File: src/core/tw_pkg.sv
// shared constants and types of the two-wire register slave
package tw_pkg;

  localparam logic [6:0] DEV_ADDR_DEFAULT = 7'h38;
  localparam int         SEL_HIGH_POS     = 2;
  localparam int         SEL_LOW_POS      = 1;
  localparam logic [7:0] PTR_RESET        = 8'h00;
  localparam logic [3:0] BYTE_LAST        = 4'h7;
  localparam logic [3:0] TX_BITS          = 4'h8;
  localparam int         PTR_WIDTH        = 8;
  localparam int         DATA_WIDTH       = 8;
  localparam int         WR_WIDTH         = PTR_WIDTH + DATA_WIDTH;
  localparam int         WR_DEPTH         = 2;
  localparam int         PIN_COUNT        = 5;
  // pin order {sel_high, sel_low, rst_n, sda, scl}; bus idles high
  localparam logic [4:0] PIN_IDLE         = 5'h07;
  localparam int         PIN_SCL          = 0;
  localparam int         PIN_SDA          = 1;
  localparam int         PIN_RST_N        = 2;
  localparam int         PIN_SEL_LOW      = 3;
  localparam int         PIN_SEL_HIGH     = 4;

  typedef enum logic [2:0] {
    S_IDLE = 3'b000,
    S_ADDR = 3'b001,
    S_ACK  = 3'b010,
    S_WR   = 3'b011,
    S_RD   = 3'b100,
    S_RACK = 3'b101,
    S_WAIT = 3'b110
  } tw_state_e;

endpackage

File: src/core/pin_sync.sv
// two-flop synchronisers for asynchronous pin inputs
module pin_sync
  import tw_pkg::*;
#(
  parameter int               WIDTH     = 1,
  parameter logic [WIDTH-1:0] RESET_VAL = '0
) (
  input  wire logic             clk,
  input  wire logic             srst,
  input  wire logic [WIDTH-1:0] async_in,
  output logic      [WIDTH-1:0] sync_out
);

  logic [WIDTH-1:0] meta_reg;
  logic [WIDTH-1:0] meta_next;
  logic [WIDTH-1:0] sync_reg;
  logic [WIDTH-1:0] sync_next;

  genvar i;
  generate
    for (i = 0; i < WIDTH; i++) begin : g_bit
      always_comb begin
        meta_next[i] = async_in[i];
        sync_next[i] = meta_reg[i];
      end
      always_ff @(posedge clk) begin
        if (srst) begin
          meta_reg[i] <= RESET_VAL[i];
          sync_reg[i] <= RESET_VAL[i];
        end else begin
          meta_reg[i] <= meta_next[i];
          sync_reg[i] <= sync_next[i];
        end
      end
    end
  endgenerate

  assign sync_out = sync_reg;

endmodule

File: src/core/write_buffer.sv
// shift-register fifo; head entry is a flop so outputs are registered
module write_buffer
  import tw_pkg::*;
#(
  parameter int WIDTH = WR_WIDTH,
  parameter int DEPTH = WR_DEPTH
) (
  input  wire logic             clk,
  input  wire logic             srst,
  input  wire logic             in_valid,
  output logic                  in_ready,
  input  wire logic [WIDTH-1:0] in_data,
  output logic                  out_valid,
  input  wire logic             out_ready,
  output logic      [WIDTH-1:0] out_data
);

  logic [WIDTH-1:0] mem_reg  [DEPTH];
  logic [WIDTH-1:0] mem_next [DEPTH];
  logic [DEPTH-1:0] vld_reg;
  logic [DEPTH-1:0] vld_next;
  logic [DEPTH:0]   vld_up;
  logic [DEPTH:0]   vld_below;
  logic [DEPTH-1:0] vld_shift;
  logic             pop;
  logic             push;

  // no pass-through when full: keeps in_ready a pure flop function
  assign in_ready  = ~vld_reg[DEPTH-1];
  assign pop       = vld_reg[0] & out_ready;
  assign push      = in_valid & in_ready;
  assign vld_up    = {1'b0, vld_reg};
  assign vld_below = {vld_shift, 1'b1};

  genvar i;
  generate
    for (i = 0; i < DEPTH; i++) begin : g_entry
      always_comb begin
        vld_shift[i] = pop ? vld_up[i+1] : vld_reg[i];
        mem_next[i]  = (pop && i < DEPTH - 1) ? mem_reg[(i < DEPTH - 1) ? i + 1 : i] : mem_reg[i];
        vld_next[i]  = vld_shift[i];
        if (push && !vld_shift[i] && vld_below[i]) begin
          mem_next[i] = in_data;
          vld_next[i] = 1'b1;
        end
      end
      always_ff @(posedge clk) begin
        if (srst) begin
          vld_reg[i] <= 1'b0;
          mem_reg[i] <= '0;
        end else begin
          vld_reg[i] <= vld_next[i];
          mem_reg[i] <= mem_next[i];
        end
      end
    end
  endgenerate

  assign out_valid = vld_reg[0];
  assign out_data  = mem_reg[0];

endmodule

File: src/core/two_wire_register_slave.sv
// two-wire slave port giving a bus master access to byte-wide registers
//
// Contract
// - write starts with address, direction zero; match acks
// - first written byte loads register pointer, acked
// - later write bytes stored at pointer, each acked; here a byte is not acked or stored while the write buffer is full
// - pointer advances after each stored byte
// - start is sda falling, scl high; bus busy
// - stop is sda rising, scl high; ends cycle
// - bytes are eight bits, msb first, plus ack
// - sda changes only while scl low
// - ninth clock: receiver holds sda low to ack
// - sda high in ninth clock means not-acknowledge
// - read sends from pointer, zero if never set
// - address match accepted even without start condition
// - reset pin low restores registers and pointer
// - address 0x38, or pin-selected 0x38 to 0x3e
module two_wire_register_slave
  import tw_pkg::*;
#(
  parameter int WR_FIFO_DEPTH = WR_DEPTH
) (
  input  wire logic                  clk,
  input  wire logic                  srst,
  input  wire logic                  scl_in,
  input  wire logic                  sda_in,
  output logic                       sda_out,
  output logic                       sda_oe,
  input  wire logic                  rst_pin_n,
  input  wire logic                  array_select_pin_low,
  input  wire logic                  array_select_pin_high,
  input  wire logic                  address_select_enable,
  output logic                       wr_valid,
  input  wire logic                  wr_ready,
  output logic      [PTR_WIDTH-1:0]  wr_addr,
  output logic      [DATA_WIDTH-1:0] wr_data,
  output logic      [PTR_WIDTH-1:0]  rd_addr,
  input  wire logic [DATA_WIDTH-1:0] rd_data,
  output logic                       bus_busy,
  output logic                       regs_reset
);

  logic [PIN_COUNT-1:0]  pins_raw, pins_sync;
  logic                  scl_s, sda_s;
  logic                  rst_n_s, core_rst;
  logic                  scl_d_reg, sda_d_reg;
  logic                  scl_rise, scl_fall;
  logic                  start_seen, stop_seen;
  logic [6:0]            dev_addr;
  logic [7:0]            win;
  logic                  addr_hit;

  tw_state_e             state_reg, state_next;
  tw_state_e             after_reg, after_next;
  logic [3:0]            cnt_reg, cnt_next;
  logic [7:0]            shift_reg, shift_next;
  logic [PTR_WIDTH-1:0]  ptr_reg, ptr_next;
  logic [DATA_WIDTH-1:0] tx_reg, tx_next;
  logic                  first_reg, first_next;
  logic                  ack_go_reg, ack_go_next;
  logic                  ack_half_reg, ack_half_next;
  logic                  mack_reg, mack_next;
  logic                  oe_reg, oe_next;
  logic                  busy_reg, busy_next;
  logic                  regs_reset_reg, regs_reset_next;
  logic                  sda_out_reg;
  logic                  push, fifo_in_ready;
  logic [WR_WIDTH-1:0]   fifo_out_data;

  assign pins_raw = {array_select_pin_high, array_select_pin_low, rst_pin_n, sda_in, scl_in};

  pin_sync #(
    .WIDTH     (PIN_COUNT),
    .RESET_VAL (PIN_IDLE)
  ) u_pin_sync (
    .clk      (clk),
    .srst     (srst),
    .async_in (pins_raw),
    .sync_out (pins_sync)
  );

  assign scl_s   = pins_sync[PIN_SCL];
  assign sda_s   = pins_sync[PIN_SDA];
  assign rst_n_s = pins_sync[PIN_RST_N];

  // the reset pin clears the pointer and the whole frame state
  assign core_rst = srst | ~rst_n_s;

  assign scl_rise   = scl_s & ~scl_d_reg;
  assign scl_fall   = ~scl_s & scl_d_reg;
  // sda moving while scl stays high is framing, never data
  assign start_seen = scl_s & scl_d_reg & sda_d_reg & ~sda_s;
  assign stop_seen  = scl_s & scl_d_reg & ~sda_d_reg & sda_s;

  always_comb begin
    dev_addr = DEV_ADDR_DEFAULT;
    if (address_select_enable) begin
      dev_addr[SEL_HIGH_POS] = pins_sync[PIN_SEL_HIGH];
      dev_addr[SEL_LOW_POS]  = pins_sync[PIN_SEL_LOW];
    end
  end

  // msb arrives first, so the newest bit enters at the bottom
  assign win      = {shift_reg[6:0], sda_s};
  assign addr_hit = (win[7:1] == dev_addr);

  always_comb begin
    state_next    = state_reg;
    after_next    = after_reg;
    cnt_next      = cnt_reg;
    shift_next    = shift_reg;
    ptr_next      = ptr_reg;
    tx_next       = tx_reg;
    first_next    = first_reg;
    ack_go_next   = ack_go_reg;
    ack_half_next = ack_half_reg;
    mack_next     = mack_reg;
    oe_next       = oe_reg;
    busy_next     = busy_reg;
    push          = 1'b0;
    if (start_seen) begin
      state_next    = S_ADDR;
      cnt_next      = 4'h0;
      oe_next       = 1'b0;
      ack_half_next = 1'b0;
      busy_next     = 1'b1;
    end else if (stop_seen) begin
      state_next    = S_IDLE;
      cnt_next      = 4'h0;
      oe_next       = 1'b0;
      ack_half_next = 1'b0;
      busy_next     = 1'b0;
    end else begin
      case (state_reg)
        S_IDLE: begin
          // sliding match: any eight bits equal to the address wake us
          if (scl_rise) begin
            shift_next = win;
            if (cnt_reg == BYTE_LAST && addr_hit) begin
              ack_go_next = 1'b1;
              after_next  = win[0] ? S_RD : S_WR;
              first_next  = 1'b1;
              cnt_next    = 4'h0;
              state_next  = S_ACK;
            end else if (cnt_reg != BYTE_LAST) begin
              cnt_next = cnt_reg + 4'h1;
            end
          end
        end
        S_ADDR: begin
          if (scl_rise) begin
            shift_next = win;
            if (cnt_reg == BYTE_LAST) begin
              if (addr_hit) begin
                ack_go_next = 1'b1;
                after_next  = win[0] ? S_RD : S_WR;
                first_next  = 1'b1;
                cnt_next    = 4'h0;
                state_next  = S_ACK;
              end else begin
                // window stays full so idle matching keeps sliding
                state_next = S_IDLE;
              end
            end else begin
              cnt_next = cnt_reg + 4'h1;
            end
          end
        end
        S_ACK: begin
          // ninth clock: pull low from its leading fall to its trailing fall
          if (scl_fall) begin
            if (!ack_half_reg) begin
              oe_next       = ack_go_reg;
              ack_half_next = 1'b1;
            end else begin
              oe_next       = 1'b0;
              ack_half_next = 1'b0;
              cnt_next      = 4'h0;
              state_next    = after_reg;
              if (after_reg == S_RD) begin
                tx_next  = rd_data;
                oe_next  = ~rd_data[7];
                cnt_next = 4'h1;
              end
            end
          end
        end
        S_WR: begin
          if (scl_rise) begin
            shift_next = win;
            if (cnt_reg == BYTE_LAST) begin
              cnt_next    = 4'h0;
              state_next  = S_ACK;
              ack_go_next = 1'b1;
              after_next  = S_WR;
              if (first_reg) begin
                ptr_next   = win;
                first_next = 1'b0;
              end else if (fifo_in_ready) begin
                push     = 1'b1;
                ptr_next = ptr_reg + 8'h01;
              end else begin
                // buffer full: refuse the byte rather than drop it
                ack_go_next = 1'b0;
                after_next  = S_WAIT;
              end
            end else begin
              cnt_next = cnt_reg + 4'h1;
            end
          end
        end
        S_RD: begin
          // bits change only after scl has fallen
          if (scl_fall) begin
            if (cnt_reg == TX_BITS) begin
              oe_next    = 1'b0;
              ptr_next   = ptr_reg + 8'h01;
              cnt_next   = 4'h0;
              state_next = S_RACK;
            end else begin
              tx_next  = {tx_reg[6:0], 1'b0};
              oe_next  = ~tx_reg[6];
              cnt_next = cnt_reg + 4'h1;
            end
          end
        end
        S_RACK: begin
          if (scl_rise) begin
            mack_next = ~sda_s;
          end
          if (scl_fall) begin
            if (mack_reg) begin
              tx_next    = rd_data;
              oe_next    = ~rd_data[7];
              cnt_next   = 4'h1;
              state_next = S_RD;
            end else begin
              oe_next    = 1'b0;
              state_next = S_WAIT;
            end
          end
        end
        S_WAIT: begin
          // parked with sda released until start or stop
          oe_next = 1'b0;
        end
        default: begin
          state_next = S_IDLE;
          oe_next    = 1'b0;
        end
      endcase
    end
  end

  always_ff @(posedge clk) begin
    if (core_rst) begin
      state_reg    <= S_IDLE;
      after_reg    <= S_IDLE;
      cnt_reg      <= 4'h0;
      shift_reg    <= 8'h00;
      ptr_reg      <= PTR_RESET;
      tx_reg       <= 8'h00;
      first_reg    <= 1'b0;
      ack_go_reg   <= 1'b0;
      ack_half_reg <= 1'b0;
      mack_reg     <= 1'b0;
      oe_reg       <= 1'b0;
      busy_reg     <= 1'b0;
    end else begin
      state_reg    <= state_next;
      after_reg    <= after_next;
      cnt_reg      <= cnt_next;
      shift_reg    <= shift_next;
      ptr_reg      <= ptr_next;
      tx_reg       <= tx_next;
      first_reg    <= first_next;
      ack_go_reg   <= ack_go_next;
      ack_half_reg <= ack_half_next;
      mack_reg     <= mack_next;
      oe_reg       <= oe_next;
      busy_reg     <= busy_next;
    end
  end

  // register file outside is held in defaults while the pin is low
  always_comb begin
    regs_reset_next = ~rst_n_s;
  end

  always_ff @(posedge clk) begin
    if (srst) begin
      regs_reset_reg <= 1'b1;
      sda_out_reg    <= 1'b0;
      // edge history idles high so no false edge follows reset
      scl_d_reg      <= 1'b1;
      sda_d_reg      <= 1'b1;
    end else begin
      regs_reset_reg <= regs_reset_next;
      sda_out_reg    <= 1'b0;
      scl_d_reg      <= scl_s;
      sda_d_reg      <= sda_s;
    end
  end

  // buffer is not flushed by the pin reset: queued writes still land
  write_buffer #(
    .WIDTH (WR_WIDTH),
    .DEPTH (WR_FIFO_DEPTH)
  ) u_write_buffer (
    .clk       (clk),
    .srst      (srst),
    .in_valid  (push),
    .in_ready  (fifo_in_ready),
    .in_data   ({ptr_reg, win}),
    .out_valid (wr_valid),
    .out_ready (wr_ready),
    .out_data  (fifo_out_data)
  );

  assign wr_addr    = fifo_out_data[WR_WIDTH-1:DATA_WIDTH];
  assign wr_data    = fifo_out_data[DATA_WIDTH-1:0];
  assign rd_addr    = ptr_reg;
  assign sda_oe     = oe_reg;
  assign sda_out    = sda_out_reg;
  assign bus_busy   = busy_reg;
  assign regs_reset = regs_reset_reg;

endmodule

File: config.mk
export PLATFORM = sky130hd
export DESIGN_NAME = two_wire_register_slave
export DESIGN_NICKNAME = d
export VERILOG_FILES = /design/src/core/tw_pkg.sv /design/src/core/pin_sync.sv /design/src/core/write_buffer.sv /design/src/core/two_wire_register_slave.sv
export SDC_FILE = /design/constraint.sdc
export NUM_CORES = 1
export LEC_CHECK = 0
export BUFFER_PORTS_ARGS = -buffer_cell sky130_fd_sc_hd__clkbuf_2
export CORE_MARGIN = 2
export CORE_UTILIZATION = 52
export DETAILED_ROUTE_END_ITERATION = 8
export PLACE_DENSITY_LB_ADDON = 0.12
export SKIP_LAST_GASP = 1
export SLEW_MARGIN = 10
export SYNTH_ARGS = -nofsm -noshare
export SYNTH_HDL_FRONTEND = slang
export SYNTH_HIERARCHICAL = 1
export SYNTH_SLANG_ARGS = --single-unit
File: constraint.sdc
create_clock -name clk -period 6.4 [get_ports clk]
set_input_delay 0.64 -clock clk [delete_from_list [all_inputs] [get_ports clk]]
set_output_delay 0.64 -clock clk [all_outputs]
set_load 0.02 [all_outputs]
---- Word level (Yosys, flattened, before mapping) ----
Memories as Yosys holds them, arrays and structs flattened.
Cells that the tools add are included.
Widths: inputs -> output; s select.
storage, ports and cells
  bits in registers ....................... 53
  bits in writable memories ............... 32
  bits of input ports ..................... 17
  output and inout bits ................... 29
  word-level logic and storage cells ...... 221
  memories kept ........................... 1
memories
  name                    depth  width  read ports  clocked after Yosys merged registers in  wr ports  RTL line            RTL
  u_write_buffer.mem_reg  2      16     2           0                                        2         write_buffer.sv:18  logic [WIDTH-1:0] mem_reg [DEPTH];
operators by class
  $add $sub $neg .......................... 2
  equal/unequal tests ..................... 41
  multiplexer cells ....................... 101
  bitwise logic cells ..................... 24
  reduce and logical (&&, ||, !) cells .... 24
operators with widths
  kind                 number
  $mux 16              5
  $mux 3               21
  $mux 4               14
  $mux 7               7
  $mux 8               6
  $ne 4x4->1 const B   11
  $mux 1               37
  $ne 2x2->1 const B   15
  $pmux 4 s6           1
  $reduce_and 12->1    2
  $pmux 3 s7           1
  $pmux 7 s3           1
  $reduce_and 10->1    2
  $pmux 8 s2           1
  $eq 3x3->1 const B   4
  $ne 3x3->1 const B   4
  $not 1->1            12
  $reduce_and 4->1     3
  $reduce_and 11->1    1
  $and 1x1->1          9
  $pmux 3 s3           1
  $add 8x1->8 const B  1
  $reduce_and 8->1     1
  $eq 7x6->1           1
  18 further kinds     31

---- Depth between registers and ports, before layout ----
  depth after elaboration ................. 12
  gate-level depth with buffers ........... 10
  depth with buffers taken out ............ 8

---- By module ----
Netlist, hierarchy kept.
by module, submodules not included
  module                   instances  cells each  area each (µm²)  sequential area each (µm²)
  two_wire_register_slave  1          286         2,372.3          820.8
  write_buffer             1          176         1,461.4          680.7
  pin_sync                 1          20          262.8            200.2

---- Worst setup path before layout ----
No wires, ideal clock.
  path type ............................... register to register
  from .................................... register cnt_reg[0]
  to ...................................... memory u_write_buffer/mem_reg[0][10] (netlist bit)
  setup time .............................. 88 ps
  arrival ................................. 2,059 ps
  data required time ...................... 6,312 ps
  slack ................................... 4,253 ps
  stages on the path, launching flop included .. 11
  path buffers ............................ 3
  period minus slack after synthesis ...... 2,147 ps
  cell sequence ........................... dfxtp_1 -> ha_1 -> and3b_1 -> nor2b_1 -> and3_1 -> nand2b_4 -> buf_6 -> or2_1 -> buf_6 -> buf_6 -> a311oi_2
RTL lines
  element                   RTL line                        RTL
  start: declaration        two_wire_register_slave.sv:55   logic [3:0] cnt_reg, cnt_next;
  start signal: assignment  two_wire_register_slave.sv:272  cnt_reg <= cnt_next;
  end: declaration          write_buffer.sv:18

---- Worst setup path in the final report ----
  from .................................... register state_reg[2]
  to ...................................... register ptr_reg[3], in the netlist rd_addr[3]
on the way
  longest elaborated chain between the ends .. 3
  elaborated cells between the ends (all ways) .. 10
  classes of those cells .................. eq/ne (7); mux (1); reduce/logical (2)
ends and longest elaborated chain
  element                                          RTL line                        RTL
  start: declaration                               two_wire_register_slave.sv:53   tw_state_e state_reg, state_next;
  start signal: assignment                         two_wire_register_slave.sv:270  state_reg <= state_next;
  $eq 3x2->1 / $eq 3x3->1 (equally long branches)  two_wire_register_slave.sv:134  case (state_reg)
  $ne 3x3->1 (no line) (tied with other cells)     --
  $reduce_and 8->1 (no line)                       --
  end signal: assignment                           two_wire_register_slave.sv:274  ptr_reg <= ptr_next;
  end: declaration                                 two_wire_register_slave.sv:57   logic [PTR_WIDTH-1:0] ptr_reg, ptr_next;
Several ways; a longest one is shown, not always the timed one.
A chain may end at the register's enable or synchronous reset.

==> results by group <==
Outcome
  – Status: finished clean

CTS
  – Max Buffers Root-to-Sink: 2
  – Number of CTS-inserted buffers: 9
  – CTS tree: yes
  – CTS root buf: clkbuf_8
  – Worst-path clk slew: 90 ps
  – Hold Buf Count CTS: 0
  – Skew-Pair Late Insertion Delay: 360 ps
  – Clk sinks: 85
  – H-tree depth: 3
  – Post-CTS repair timing setup buffer count: 0
  – Resize count post-CTS: 0

Place
  – Gpl congestion: roughly 0.8
  – Dpl hpwl: 5955 microns
  – DP Worst Slack: between 3000 and 4000 ps
  – PortBufs: 44
  – Post-DP Area: 4278 sq um

STA
  – Max Fclk: 368.4 MHz
  – Skew final: 8.634 ps
  – Final Setup Violations: 0
  – Final setup margin: roughly 3700 ps
  – Setup TNS: 0 ps
  – Tmin final: 2715 ps
  – Max-slew headroom: 33.30%
  – Slew @ Worst Pin: ~1000 ps
  – Max-slew violation count: 0
  – RSZ-0062 raised after global routing: no
  – Endpoints failing hold: 0
  – Fin crit share: 42.41%

Synthesis
  – Post-synth EDFFs: 0
  – Top FF cell, synth: dfxtp_1
  – Register area share after synthesis: 41.54%
  – Syn. warnings: 6
  – Syn Nets: 502
  – #FFs+latches synth: between 80 and 90
  – Average size of a mapped cell: 8.499 sq um
  – Synth Instances: 482
  – Yosys cell types: 66
  – Syn Std Cell Area: just over 4000 sq um
  – Post-synthesis async set-or-reset flop share: 0%

Worst setup path
  – Critical path arrival: 3000 ps
  – Worst-path fanout max: 21
  – CP peak stage delay: 840 ps
  – Crit-path cells: nor3b_2 > nor2b_1 > buf_4 > or3b_2 > a21o_1 > a21oi_1
  – Critical path launch point type: flop
  – Worst path buffer plus inverter count: 1
  – Crit-path leading delay family: simple AND/OR/NAND/NOR gates
  – Reg2Reg Depth: 6
  – Crit-path slowest cell: nor3b_2
  – Crit end category: flop
  – WP depth: 6
  – CP Class: reg -> reg
  – CP required: roughly 6700 ps

Finish
  – Area growth syn-to-layout: 10.57%
  – Multi-input combinational cell area: 2176 sq um
  – Final Cell Area: 4529 sq um
  – Fin nets: 527
  – Largest register FFs: 32
  – Layout cell share with drive strength beyond 1: 18.75%
  – FF+latch area: ~1700 sq um
  – N_diodes: 0
  – Most frequent cells in the layout: dfxtp_1 (85), nand2_1 (82), clkbuf_2 (44)
  – Commonest non-fill, non-tap cell in the layout: dfxtp_1
  – FILL cells: 738

Global route
  – Gr usage total: between 20% and 30%
  – Pin count of the biggest net entering global routing: 48
  – GRT overflow: 0
  – Global-route wire length before repair: 14,610 microns
  – Vias in the first global route: 3,031
  – Initial antenna violation count: 0

Floorplan
  – Initial core utilization: between 50% and 60%
  – Row cnt: 32
  – Die height: 92.76 microns
  – # IOs: 46
  – Die X: slightly above 90 microns
  – Full die area: 8603 sq um
  – Area of the core: 7687 sq um

Routing
  – Initial DRC count: 186
  – Vias per cell: about 5.6
  – Detailed Routing Iterations Pass 1: 4
  – Antenna viol nets, final: 0
  – Final wirelength: slightly below 9000 microns
  – Wire per inst: 14.08 microns
  – DRC Markers: 0
  – Via count: 3,419

Power and ir drop
  – Worst VDD drop: 0.2063 mV
  – Clock group share of total power: between 40% and 50%
  – Net Sw Frac: 22.44%
  – Sw power: between 0.2 and 0.25 mW
  – Flop pwr share: 51.4%
  – P_int: 0.8094 mW
  – Pwr Total: 1.044 mW
  – Logic pwr share: about 2.9%
  – Leak: 1.515 nW
  – Power Density: 230.4 nW/um^2

Min path
  – Hold Path Stages: 1
  – Worst min-delay path class: reg -> reg

Job
  – Max Cap Viol: 0
==> metal layers <==
metal  global-route usage (%)  part of all wire (%)  vias up
met4                    6.740                  0.94        0
li1                         -                     -     1742
met2                    32.00                    45       76
met1                    29.89                    49     1595
met3                    3.743                   4.4        6
met5                        0                     0        -
==> cells by family (layout without fill, tap and decap cells) <==
group	after synthesis	in the layout	share of synthesized area (%)
AO/OA/AOI/OAI	119	119	20.98
XOR/XNOR	3	3	0.6415
adder cells (fa/ha/maj)	3	3	0.9164
buffers and inverters	41	71	5.498
flip-flops	85	85	41.54
multiplexers	14	14	3.421
other	1	1	0.09154
AND/OR/NAND/NOR	216	216	26.91
==> cell type report <==
class | count | share of cell area [%]
clock inverter | 7 | 2.818
sequential | 85 | 37.57
timing repair buffer | 47 | 5.359
tap | 102 | 2.818
multi-input combinational | 356 | 48.04
clock buffer | 9 | 2.735
inverter | 8 | 0.6630
==> power groups by stage <==
stage	Combinational (mW)	Sequential (mW)	Clock [mW]
CTS	0.0302	0.537	0.486
global route	0.0334	0.538	0.506
floorplan	0.0202	0.548	0
global placement	0.0296	0.549	0
finish	0.0298	0.537	0.477
detailed placement	0.0301	0.549	0
==> Yosys cell counts (5+ instances only) <==
library cell,instances,area (sq um)
buf_6,6,67.56
dfxtp_1,85,1702
a211oi_1,6,45.04
nand2b_1,9,56.30
nor2b_1,13,81.33
nand2_1,82,307.8
clkbuf_1,12,45.04
nor2_1,37,138.9
inv_1,7,26.28
or2_1,7,43.79
a21oi_1,43,215.2
nor3_1,24,120.1
buf_2,9,45.04
a311oi_2,10,150.1
and3_1,5,31.28
a311oi_1,6,52.55
nand3_1,6,30.03
o21ai_0,15,75.07
a21o_1,5,37.54
mux2i_1,14,140.1
o21ai_1,6,30.03
==> path summary, 6_finish.rpt <==
| path | slack, ps | start | endpoint |
|---|---|---|---|
| worst max-delay path | 3690 | state_reg[2]$_SDFFE_PP0P_ | rd_addr[3]$_SDFFE_PP0P_ |
| worst min register to register | 410 | u_pin_sync/meta_reg[0]$_SDFF_PP1_ | u_pin_sync/sync_out[0]$_SDFF_PP1_ |
| worst max register to register | 3690 | state_reg[2]$_SDFFE_PP0P_ | rd_addr[3]$_SDFFE_PP0P_ |
| worst min-delay path | 410 | u_pin_sync/meta_reg[0]$_SDFF_PP1_ | u_pin_sync/sync_out[0]$_SDFF_PP1_ |
==> stage by stage <==
step,std cells,util (%),hold slack [ps]
finish,614,58.92,413.7
global route,614,58.92,435.2
CTS,614,58.92,416.7
detailed placement,598,55.65,395.8
global placement,598,55.65,386.6
floorplan,482,-,383.2
==> worst register-to-register path, stage by stage, from the launching register on <==
cell,delay [ps]
dfxtp_1,690
nor3b_2,850
nor2b_1,110
buf_4,240
or3b_2,450
a21o_1,180
a21oi_1,120
No activity file was read; power rests on OpenSTA's default activity.
